[src/rtc_ctrl_defs.svh]
// Register offsets, field positions, reset values and rate counts of the RTC control block.
`ifndef RTC_CTRL_DEFS_SVH
`define RTC_CTRL_DEFS_SVH

`define RTC_FLAG_CTRL_OFS 32'h0000_0000
`define RTC_RUN_CTRL_OFS 32'h0000_0004

`define RTC_FLAG_CTRL_RST 8'h00
`define RTC_RUN_CTRL_RST 8'h09

`define RTC_CARRY_BIT 7
`define RTC_CIE_BIT 4
`define RTC_AIE_BIT 3
`define RTC_ALARM_BIT 0

`define RTC_PEF_BIT 7
`define RTC_RATE_HI 6
`define RTC_RATE_LO 4
`define RTC_OSC_BIT 3
`define RTC_ADJ_BIT 2
`define RTC_DRST_BIT 1
`define RTC_START_BIT 0

`define RTC_RATE_NONE 3'h0
`define RTC_RATE_256 3'h1
`define RTC_RATE_64 3'h2
`define RTC_RATE_16 3'h3
`define RTC_RATE_4 3'h4
`define RTC_RATE_2 3'h5
`define RTC_RATE_1S 3'h6
`define RTC_RATE_2S 3'h7

`define RTC_TICKS_256 10'h001
`define RTC_TICKS_64 10'h004
`define RTC_TICKS_16 10'h010
`define RTC_TICKS_4 10'h040
`define RTC_TICKS_2 10'h080
`define RTC_TICKS_1S 10'h100
`define RTC_TICKS_2S 10'h200

`define RTC_RESP_OKAY 2'h0
`define RTC_RESP_SLVERR 2'h2

`endif

[src/rtc_ctrl_pkg.sv]
// Types shared by the RTC control block and its bench.
package rtc_ctrl_pkg;

    typedef struct packed {
        logic [31:0] awaddr;
        logic awvalid;
        logic [31:0] wdata;
        logic [3:0] wstrb;
        logic wvalid;
        logic bready;
        logic [31:0] araddr;
        logic arvalid;
        logic rready;
    } axil_req_s;

    typedef struct packed {
        logic awready;
        logic wready;
        logic bvalid;
        logic [1:0] bresp;
        logic arready;
        logic rvalid;
        logic [31:0] rdata;
        logic [1:0] rresp;
    } axil_rsp_s;

    typedef enum logic [1:0] {
        REG_NONE,
        REG_FLAG,
        REG_RUN
    } reg_sel_e;

endpackage

[src/rtc_control_status_regs.sv]
// RTC flag and run control registers behind an AXI4-Lite slave.
// Functional notes
// - Power-on clears flag register; manual reset clears all but carry flag.
// - Carry flag sets whenever the subsecond or seconds counter increments.
// - Writing 0 clears the carry flag, writing 1 sets it.
// - Reserved flag register bits 6, 5, 2, 1 read zero; software writes zero.
// - Carry interrupt raised when carry flag is 1 and its enable is 1.
// - Alarm interrupt raised when alarm flag is 1 and its enable is 1.
// - Alarm flag sets when at least one alarm field is enabled and all enabled fields match the current time.
// - Writing 0 clears the alarm flag, writing 1 leaves it unchanged.
// - Run register resets to 09 on power-on, kept through manual reset.
// - Periodic flag sets each selected period or on write 1; 0 clears.
// - Rate field selects none, 1/256, 1/64, 1/16, 1/4, 1/2, 1, 2 s.
// - Oscillator run bit stops the oscillator at 0, runs at 1; resets 1.
// - Writing 1 to adjust resets divider and rounds seconds; reads 0.
// - Writing 1 to divider reset initialises the prescaler; reads 0.
// - Start bit halts calendar counters at 0, runs them at 1; resets 1.
// - Subsecond chain ignores start bit; only oscillator run bit stops it.
`include "rtc_ctrl_defs.svh"

module rtc_control_status_regs #(
    parameter int PCNT_W = 10
) (
    input wire logic mclk_i,
    input wire logic srst_i,
    input wire logic mrst_i,
    input wire logic subsec_tick_i,
    input wire logic sec_tick_i,
    input wire logic tick_256hz_i,
    input wire logic [5:0] alarm_field_enable_i,
    input wire logic [5:0] field_match_i,
    input wire rtc_ctrl_pkg::axil_req_s axil_req_i,
    output rtc_ctrl_pkg::axil_rsp_s axil_rsp_o,
    output logic osc_run_o,
    output logic count_start_o,
    output logic divider_reset_o,
    output logic half_minute_round_o,
    output logic carry_irq_o,
    output logic alarm_irq_o,
    output logic periodic_irq_o
);
    import rtc_ctrl_pkg::*;

    // Address decode shared by the read and the write path.
    function automatic reg_sel_e decode(input logic [31:0] addr);
        reg_sel_e sel;
        sel = REG_NONE;
        if (addr[31:2] == 30'(`RTC_FLAG_CTRL_OFS >> 2)) begin
            sel = REG_FLAG;
        end else if (addr[31:2] == 30'(`RTC_RUN_CTRL_OFS >> 2)) begin
            sel = REG_RUN;
        end
        return sel;
    endfunction

    // Number of 256 Hz ticks in one periodic interval.
    function automatic logic [PCNT_W-1:0] period_len(input logic [2:0] rate);
        logic [PCNT_W-1:0] len;
        len = '0;
        case (rate)
            `RTC_RATE_256: len = PCNT_W'(`RTC_TICKS_256);
            `RTC_RATE_64: len = PCNT_W'(`RTC_TICKS_64);
            `RTC_RATE_16: len = PCNT_W'(`RTC_TICKS_16);
            `RTC_RATE_4: len = PCNT_W'(`RTC_TICKS_4);
            `RTC_RATE_2: len = PCNT_W'(`RTC_TICKS_2);
            `RTC_RATE_1S: len = PCNT_W'(`RTC_TICKS_1S);
            `RTC_RATE_2S: len = PCNT_W'(`RTC_TICKS_2S);
            default: len = '0;
        endcase
        return len;
    endfunction

    // Bus slave state.
    logic awready;
    logic wready;
    logic bvalid;
    logic [1:0] bresp;
    logic arready;
    logic rvalid;
    logic [31:0] rdata;
    logic [1:0] rresp;
    logic aw_held;
    logic w_held;
    logic [31:0] aw_addr;
    logic [31:0] w_data;
    logic [3:0] w_strb;

    // Control and status state.
    logic carry_flag;
    logic carry_irq_enable;
    logic alarm_irq_enable;
    logic alarm_flag;
    logic alarm_match_q;
    logic periodic_flag;
    logic [2:0] periodic_rate_select;
    logic osc_run;
    logic count_start;
    logic [PCNT_W-1:0] period_cnt;

    assign axil_rsp_o.awready = awready;
    assign axil_rsp_o.wready = wready;
    assign axil_rsp_o.bvalid = bvalid;
    assign axil_rsp_o.bresp = bresp;
    assign axil_rsp_o.arready = arready;
    assign axil_rsp_o.rvalid = rvalid;
    assign axil_rsp_o.rdata = rdata;
    assign axil_rsp_o.rresp = rresp;

    // Handshakes.
    wire aw_take = axil_req_i.awvalid & awready;
    wire w_take = axil_req_i.wvalid & wready;
    wire wr_fire = aw_held & w_held & ~bvalid;
    wire b_done = bvalid & axil_req_i.bready;
    wire ar_take = axil_req_i.arvalid & arready;
    wire r_done = rvalid & axil_req_i.rready;

    wire reg_sel_e wr_sel = decode(aw_addr);
    wire reg_sel_e rd_sel = decode(axil_req_i.araddr);
    wire wr_flag = wr_fire & (wr_sel == REG_FLAG) & w_strb[0];
    wire wr_run = wr_fire & (wr_sel == REG_RUN) & w_strb[0];

    // Register images as software reads them.
    wire [7:0] flag_image = {carry_flag, 2'h0, carry_irq_enable, alarm_irq_enable,
        2'h0, alarm_flag};
    wire [7:0] run_image = {periodic_flag, periodic_rate_select, osc_run, 2'h0,
        count_start};
    wire [7:0] rd_byte = (rd_sel == REG_FLAG) ? flag_image :
        (rd_sel == REG_RUN) ? run_image : 8'h00;

    // Flag register next values.
    wire carry_event = (subsec_tick_i & osc_run) | sec_tick_i;
    // A disabled alarm field always counts as matched; no enabled field means no alarm.
    wire alarm_match = (&(field_match_i | ~alarm_field_enable_i))
        & (|alarm_field_enable_i);
    wire alarm_event = alarm_match & ~alarm_match_q;

    // Hardware set wins over a software clear in the same cycle.
    wire next_carry_flag = carry_event ? 1'b1 :
        wr_flag ? w_data[`RTC_CARRY_BIT] : carry_flag;
    wire next_alarm_flag = mrst_i ? 1'b0 :
        alarm_event ? 1'b1 :
        (wr_flag & ~w_data[`RTC_ALARM_BIT]) ? 1'b0 : alarm_flag;
    wire next_carry_irq_enable = mrst_i ? 1'b0 :
        wr_flag ? w_data[`RTC_CIE_BIT] : carry_irq_enable;
    wire next_alarm_irq_enable = mrst_i ? 1'b0 :
        wr_flag ? w_data[`RTC_AIE_BIT] : alarm_irq_enable;

    // Run register next values; a manual reset leaves all of them alone.
    wire div_clear = wr_run & (w_data[`RTC_DRST_BIT] | w_data[`RTC_ADJ_BIT]);
    wire tick_run = tick_256hz_i & osc_run;
    wire [PCNT_W-1:0] plen = period_len(periodic_rate_select);
    wire period_end = (periodic_rate_select != `RTC_RATE_NONE)
        & (period_cnt >= plen - PCNT_W'(1));
    wire period_fire = tick_run & period_end & ~div_clear;
    wire [PCNT_W-1:0] next_period_cnt =
        (div_clear | (periodic_rate_select == `RTC_RATE_NONE)) ? '0 :
        ~tick_run ? period_cnt :
        period_end ? '0 : period_cnt + PCNT_W'(1);
    wire next_periodic_flag = period_fire ? 1'b1 :
        wr_run ? w_data[`RTC_PEF_BIT] : periodic_flag;
    wire [2:0] next_periodic_rate_select = wr_run ?
        w_data[`RTC_RATE_HI:`RTC_RATE_LO] : periodic_rate_select;
    wire next_osc_run = wr_run ? w_data[`RTC_OSC_BIT] : osc_run;
    wire next_count_start = wr_run ? w_data[`RTC_START_BIT] : count_start;

    // Write address channel; released again once the write is carried out.
    always_ff @(posedge mclk_i) begin
        if (srst_i) begin
            awready <= 1'b1;
            aw_held <= 1'b0;
            aw_addr <= '0;
        end else if (aw_take) begin
            awready <= 1'b0;
            aw_held <= 1'b1;
            aw_addr <= axil_req_i.awaddr;
        end else if (wr_fire) begin
            awready <= 1'b1;
            aw_held <= 1'b0;
        end
    end

    // Write data channel, taken independently of the address.
    always_ff @(posedge mclk_i) begin
        if (srst_i) begin
            wready <= 1'b1;
            w_held <= 1'b0;
            w_data <= '0;
            w_strb <= '0;
        end else if (w_take) begin
            wready <= 1'b0;
            w_held <= 1'b1;
            w_data <= axil_req_i.wdata;
            w_strb <= axil_req_i.wstrb;
        end else if (wr_fire) begin
            wready <= 1'b1;
            w_held <= 1'b0;
        end
    end

    // Write response.
    always_ff @(posedge mclk_i) begin
        if (srst_i) begin
            bvalid <= 1'b0;
            bresp <= `RTC_RESP_OKAY;
        end else if (wr_fire) begin
            bvalid <= 1'b1;
            bresp <= (wr_sel == REG_NONE) ? `RTC_RESP_SLVERR : `RTC_RESP_OKAY;
        end else if (b_done) begin
            bvalid <= 1'b0;
        end
    end

    // Read channel; one read outstanding, data sampled when the address is taken.
    always_ff @(posedge mclk_i) begin
        if (srst_i) begin
            arready <= 1'b1;
            rvalid <= 1'b0;
            rdata <= '0;
            rresp <= `RTC_RESP_OKAY;
        end else if (ar_take) begin
            arready <= 1'b0;
            rvalid <= 1'b1;
            rdata <= {24'h00_0000, rd_byte};
            rresp <= (rd_sel == REG_NONE) ? `RTC_RESP_SLVERR : `RTC_RESP_OKAY;
        end else if (r_done) begin
            arready <= 1'b1;
            rvalid <= 1'b0;
        end
    end

    // Flag register. The carry flag is not touched by a manual reset, so software
    // must write it before trusting it.
    always_ff @(posedge mclk_i) begin
        if (srst_i) begin
            carry_flag <= 1'(`RTC_FLAG_CTRL_RST >> `RTC_CARRY_BIT);
            carry_irq_enable <= 1'(`RTC_FLAG_CTRL_RST >> `RTC_CIE_BIT);
            alarm_irq_enable <= 1'(`RTC_FLAG_CTRL_RST >> `RTC_AIE_BIT);
            alarm_flag <= 1'(`RTC_FLAG_CTRL_RST >> `RTC_ALARM_BIT);
            alarm_match_q <= 1'b0;
        end else begin
            carry_flag <= next_carry_flag;
            carry_irq_enable <= next_carry_irq_enable;
            alarm_irq_enable <= next_alarm_irq_enable;
            alarm_flag <= next_alarm_flag;
            alarm_match_q <= alarm_match;
        end
    end

    // Run register and periodic interval counter.
    always_ff @(posedge mclk_i) begin
        if (srst_i) begin
            periodic_flag <= 1'(`RTC_RUN_CTRL_RST >> `RTC_PEF_BIT);
            periodic_rate_select <= 3'(`RTC_RUN_CTRL_RST >> `RTC_RATE_LO);
            osc_run <= 1'(`RTC_RUN_CTRL_RST >> `RTC_OSC_BIT);
            count_start <= 1'(`RTC_RUN_CTRL_RST >> `RTC_START_BIT);
            period_cnt <= '0;
        end else begin
            periodic_flag <= next_periodic_flag;
            periodic_rate_select <= next_periodic_rate_select;
            osc_run <= next_osc_run;
            count_start <= next_count_start;
            period_cnt <= next_period_cnt;
        end
    end

    // Outputs; interrupt levels follow the next flag values so they line up
    // with the flags themselves.
    always_ff @(posedge mclk_i) begin
        if (srst_i) begin
            osc_run_o <= 1'(`RTC_RUN_CTRL_RST >> `RTC_OSC_BIT);
            count_start_o <= 1'(`RTC_RUN_CTRL_RST >> `RTC_START_BIT);
            divider_reset_o <= 1'b0;
            half_minute_round_o <= 1'b0;
            carry_irq_o <= 1'b0;
            alarm_irq_o <= 1'b0;
            periodic_irq_o <= 1'b0;
        end else begin
            osc_run_o <= next_osc_run;
            count_start_o <= next_count_start;
            divider_reset_o <= div_clear;
            half_minute_round_o <= wr_run & w_data[`RTC_ADJ_BIT];
            carry_irq_o <= next_carry_flag & next_carry_irq_enable;
            alarm_irq_o <= next_alarm_flag & next_alarm_irq_enable;
            periodic_irq_o <= next_periodic_flag;
        end
    end

endmodule

[config.mk]
export PLATFORM = sky130hd
export DESIGN_NAME = rtc_control_status_regs
export DESIGN_NICKNAME = d
export VERILOG_FILES = /design/src/rtc_ctrl_pkg.sv /design/src/rtc_control_status_regs.sv
export VERILOG_INCLUDE_DIRS = /design/src
export SDC_FILE = /design/constraint.sdc
export NUM_CORES = 1
export LEC_CHECK = 0
export BUFFER_PORTS_ARGS = -buffer_cell sky130_fd_sc_hd__buf_2
export CAP_MARGIN = 20
export CORE_UTILIZATION = 40
export CTS_CLUSTER_SIZE = 28
export DETAILED_ROUTE_END_ITERATION = 12
export PLACE_DENSITY = 0.67
export SLEW_MARGIN = 20
export SYNTH_ARGS = -nofsm -noshare
export SYNTH_HDL_FRONTEND = slang
export SYNTH_SLANG_ARGS = --single-unit
[constraint.sdc]
create_clock -name mclk_i -period 3.8 [get_ports mclk_i]
set_clock_uncertainty 0.1 [all_clocks]
set_input_delay 0.76 -clock mclk_i [delete_from_list [all_inputs] [get_ports mclk_i]]
set_output_delay 0.76 -clock mclk_i [all_outputs]
set_load 0.01 [all_outputs]
# Word-level counts from Yosys, hierarchy flattened
# Cells that the tools add are included.
[op_classes]
n_lt_le_gt_ge = 1
mux = 33
n_reduce_logical = 14
addsub = 2
eq_ne = 13
bitwise_logic = 32
[op_table]
columns = ["operator", "n"]
rows = [
  ["case mux 10 bit (7 select lines)", 1],
  ["== test 30 x 1 -> 1 bit, second input constant", 2],
  ["logical NOT 30 bit", 2],
  ["AND 1 bit", 23],
  ["two-way mux 1 bit", 23],
  ["two-way mux 8 bit", 2],
  ["== test 3 bit, second input constant", 4],
  ["two-way mux 2 bit", 6],
  ["adder 10 x 1 -> 10 bit, second input constant", 1],
  ["greater-or-equal comparator 10 bit", 1],
  ["two-way mux 10 bit", 1],
  ["nonzero test 2 bit", 5],
  ["subtractor 10 x 1 -> 10 bit, second input constant", 1],
  ["== test 3 x 2 -> 1 bit, second input constant", 2],
  ["NOT 6 bit", 1],
  ["OR 6 bit", 1],
  ["AND reduction 6 bit", 1],
  ["OR reduction 6 bit", 1],
  ["== test 2 x 1 -> 1 bit, second input constant", 2],
  ["== test 2 bit, second input constant", 2],
  ["logical NOT 2 bit", 2],
  ["NOT 1 bit", 4],
  ["== test 3 x 1 -> 1 bit, second input constant", 1],
  ["logical NOT 3 bit", 1],
  ["other kinds (3)", 5],
]
[word_totals]
out_inout_bits = 48
regBits = 85
in_bits = 123

# Logic depth before layout (Yosys ltp)
[depth]
word_depth = 11
ltp_mapped = 14
mapped_depth_nobuf = 12

# Least setup slack after synthesis
# OpenSTA, ideal clock, no wires.
[synth_timing]
path_kind = "reg2reg"
startpoint = "register periodic_rate_select[2]"
endpoint = "register periodic_irq_o"
path_slack_ns = 0.735
setup_ns = 0.120
arrival_ns = 2.845
synth_period_minus_slack_ns = 3.065
path_buffers = 2
stages_incl_launch_ff = 13
cell_sequence = "dfxtp_1 -> buf_2 -> or3b_2 -> ha_1 -> inv_1 -> a211oi_1 -> a21oi_1 -> ha_1 -> a21o_1 -> a221o_1 -> a32o_1 -> clkbuf_1 -> a211o_1"
[synth_via]
elab_chain_len = 8
[synth_lines]
columns = ["item", "line_no", "text"]
rows = [
  ["start: declaration", "rtc_control_status_regs.sv:95", "logic [2:0] periodic_rate_select;"],
  ["start signal: assignment", "rtc_control_status_regs.sv:253", "periodic_rate_select <= 3'(`RTC_RUN_CTRL_RST >> `RTC_RATE_LO);"],
  ["start signal: assignment", "rtc_control_status_regs.sv:259", "periodic_rate_select <= next_periodic_rate_select;"],
  ["== test 3 bit (tied with other cells)", "rtc_control_status_regs.sv:60", "case (rate)"],
  ["case mux 10 bit (7 select lines)", "rtc_control_status_regs.sv:60", ""],
  ["subtractor 10 x 1 -> 10 bit", "rtc_control_status_regs.sv:153", "& (period_cnt >= plen - PCNT_W'(1));"],
  ["greater-or-equal comparator 10 bit", "rtc_control_status_regs.sv:153", ""],
  ["AND 1 bit *", "rtc_control_status_regs.sv:152", "wire period_end = (periodic_rate_select != `RTC_RATE_NONE)"],
  ["AND 1 bit * (2 in a row)", "rtc_control_status_regs.sv:154", "wire period_fire = tick_run & period_end & ~div_clear;"],
  ["two-way mux 1 bit / nonzero test 2 bit (equally long branches)", "-", ""],
  ["end signal: assignment", "rtc_control_status_regs.sv:284", "periodic_irq_o <= next_periodic_flag;"],
  ["end: declaration", "rtc_control_status_regs.sv:40", "output logic periodic_irq_o"],
]
# Mark *: on every way between the ends. The rest lies on a longest branch, timed or not.
# A chain may end at the register's enable or synchronous reset.

# Final worst setup path
[layout_timing]
startpoint = "register periodic_rate_select[1]"
endpoint = "register periodic_irq_o"
# Same word-level chain as after synthesis.

==> results.cfg <==
[sta]
max_freq_ghz = 0.306
worst_pin_slew_ns = 1.02
maxSlewHeadroom = 0.322
rsz0062_at_grt = no
maxSlewViolCount = 0
fin_crit_sh = 0.861
final_hold_viol_count = 0
setup_viol = 0
fin_ws_ns = 0.528
fin_crit_ns = 3.27
tns_ns = 0

[critical_path]
r2r_cells = 10
cp_max_fo = 10
crit_path_end_kind = flop
crit_arrival_ns = 3.40
timing.rr.end = periodic_irq_o$_SDFFE_PP0P_
cp-start-kind = flop
critPathKind = flop to flop
critPathRequiredTime_ns = 3.93
rrSetupSlack_ns = 0.53
worstReg2RegStart = periodic_rate_select[1]$_SDFFE_PP0P_

[min_path]
hp-class = flop to flop
min_from = aw_addr[3]$_SDFFE_PP0P_
hold_end = aw_addr[3]$_SDFFE_PP0P_
whs_path_depth = 2

[place]
place_area_um2 = 4250
post-place-cells = 651
port_buffers = 111
globalplace.congestion = 0.790
dp_hpwl_mm = 6.21
place_ws_ns = 0.551

[global_route]
grt_max_degree = 37
grt_pass1_wl_mm = 13.6
met2_usage = 0.294
grt_pass1_vias = 3114
busiest_layer = met2
grt_overflow_total = 0
grt_util_met1 = 0.216
grtUsageMet3 = 0.0379
grtUsageTotal = 0.172
antenna_found_initial = 0

[cells_and_area]
syn_to_final_growth_pct = 17.1
layout.cells.non_filler = 665
diodes = 0
fillers = 934
final_common_cell = buf_2
final_area_um2 = 4420
nNetsFinal = 686
drive_above_1_share = 0.247
layout_common_cells = 111 x buf_2, 92 x nand2_1, 79 x dfxtp_1

[detailed_routing]
wire_per_inst_um = 12.5
drt-total-wl_mm = 8.28
drc = 0
vias = 3355
dr.pass1.iters = 4
drtIter0Drc = 107
viasPerCell = 5.05
ant_nets = 0

[synth]
syn_avg_cell_area_um2 = 8.28
synthDistinctLibCells = 52
synth_cells = 456
synthFlopType = dfxtp_1
yosys-top-cells-area = dfxtp_1 42%, nand2_1 9.1%, a21oi_1 6.9%
synth_area_leader_cell = dfxtp_1
synthArstFlopShare = 0
synth_compound_area_frac = 0.147
yosysWarnings = 0
synthAdderAreaFrac = 0.0397
syn_area_um2 = 3780
ys_ff_latch = 79
synth_xor_area_frac = 0.0232
synth_top_family_by_area = simple AND/OR/NAND/NOR gates
synthSimpleGateAreaFrac = 0.243
synthDominantCellAreaShare = 0.419
synth_enable_flop_cells = 0
synthMuxAreaShare = 0.0282
synth-seq-area-share = 0.419

[clock_network]
path_clk_slew_ns = 0.08
clk_latency_ns = 0.34
cts_tree = done
cts-root-buf = clkbuf_8
cts_hold_buf = 0
post_cts_resized = 0
numCtsBuffers = 9
cts_setup_buffers = 0
clkSinkCount = 79
ctsHtreeMaxLevel = 3
clk_path_buf_depth = 2

[floorplanning]
io_pins = 171
core_area_um2 = 9200
chipHeight_um = 99.2
dieArea_um2 = 9840
start_util = 0.411
die_x_um = 99.2
rows = 35

[power_and_ir_drop]
ir_worst_vdd_v = 0.000217
power_density_nw_per_um2 = 373
leakagePower_nw = 1.99

[run_status]
status = complete, no violations

[job]
cap_violations = 0
[critical path: stages, from the launching register on]
cell and delay [ns]:
dfxtp_1 0.51, or3b_2 0.48, ha_1 0.24, inv_1 0.13
a211oi_1 0.07, a21oi_1 0.15, ha_1 0.27, a21o_1 0.18
a221o_1 0.36, a32o_1 0.39, a211o_1 0.29
[cell usage after synthesis (3+ instances only)]
cell type / instances
nand3_1: 3
buf_4: 33
nand2b_1: 9
a21o_1: 4
inv_1: 11
a22oi_1: 4
and2_1: 3
o21ai_0: 9
nor2b_1: 3
xnor2_1: 4
a21oi_1: 52
and3_1: 5
mux2_2: 5
nand4_1: 7
buf_2: 4
nor2_1: 20
mux2i_1: 5
nor4_1: 13
nand2_1: 92
ha_1: 12
xor2_1: 6
dfxtp_1: 79
a211o_1: 5
clkbuf_1: 16
nor3_1: 15
[registers in the layout, summed over array words and instances (netlist names), 3 cells and up]
name and cells:
aw_addr 30, period_cnt 10, w_data 8, rdata 6, periodic_rate_select 3
[area by class of cell]
cell class                 count  area, um2  area share
sequential                    79       1580       0.358
tap                          111        139      0.0314
clock buffer                  10        128      0.0289
timing repair buffer         112        563       0.127
clock inverter                 4       48.8      0.0110
multi-input combinational    338       1920       0.434
inverter                      11       41.3     0.00934
[worst max path at each step]
stage / start / end / slack, ns / cells after the start
floorplan: periodic_rate_select[2]$_SDFFE_PP0P_ / periodic_irq_o$_SDFFE_PP0P_ / 0.74 / 12
global placement: periodic_rate_select[1]$_SDFFE_PP0P_ / periodic_irq_o$_SDFFE_PP0P_ / 0.60 / 10
detailed placement: periodic_rate_select[1]$_SDFFE_PP0P_ / periodic_irq_o$_SDFFE_PP0P_ / 0.55 / 10
CTS: periodic_rate_select[1]$_SDFFE_PP0P_ / periodic_irq_o$_SDFFE_PP0P_ / 0.54 / 10
global route: periodic_rate_select[1]$_SDFFE_PP0P_ / periodic_irq_o$_SDFFE_PP0P_ / 0.31 / 11
finish: periodic_rate_select[1]$_SDFFE_PP0P_ / periodic_irq_o$_SDFFE_PP0P_ / 0.53 / 10
[through the flow]
stage	util	total power, W	hold WS (ns)
4_1_cts	0.481	0.00167	0.359
3_5_place_dp	0.462	0.00109	0.347
2_1_floorplan	-	0.00103	0.336
6_report	0.481	0.00165	0.358
3_3_place_gp	0.462	0.00108	0.343
5_1_grt	0.481	0.00173	0.376
[routing by layer]
layer | up-vias | part of all wire
li1 | 1709 | -
met1 | 1542 | 0.46
met2 | 94 | 0.48
met3 | 10 | 0.048
met4 | 0 | 0.013
met5 | - | 0
[logic make-up after synthesis]
logic type | after synthesis
mux | 10
buf+inv | 66
fa+ha+maj | 12
xor+xnor | 10
simple gates | 186
flops | 79
other cells | 1
compound gates | 92
[where the power goes]
| group | internal (W) | switching [W] |
|---|---|---|
| registers | 0.000862 | 0.0000220 |
| clock network | 0.000296 | 0.000288 |
| logic | 0.0000756 | 0.000107 |
| total | 0.00123 | 0.000417 |
Note: power is estimated with default switching activity, not from simulation.
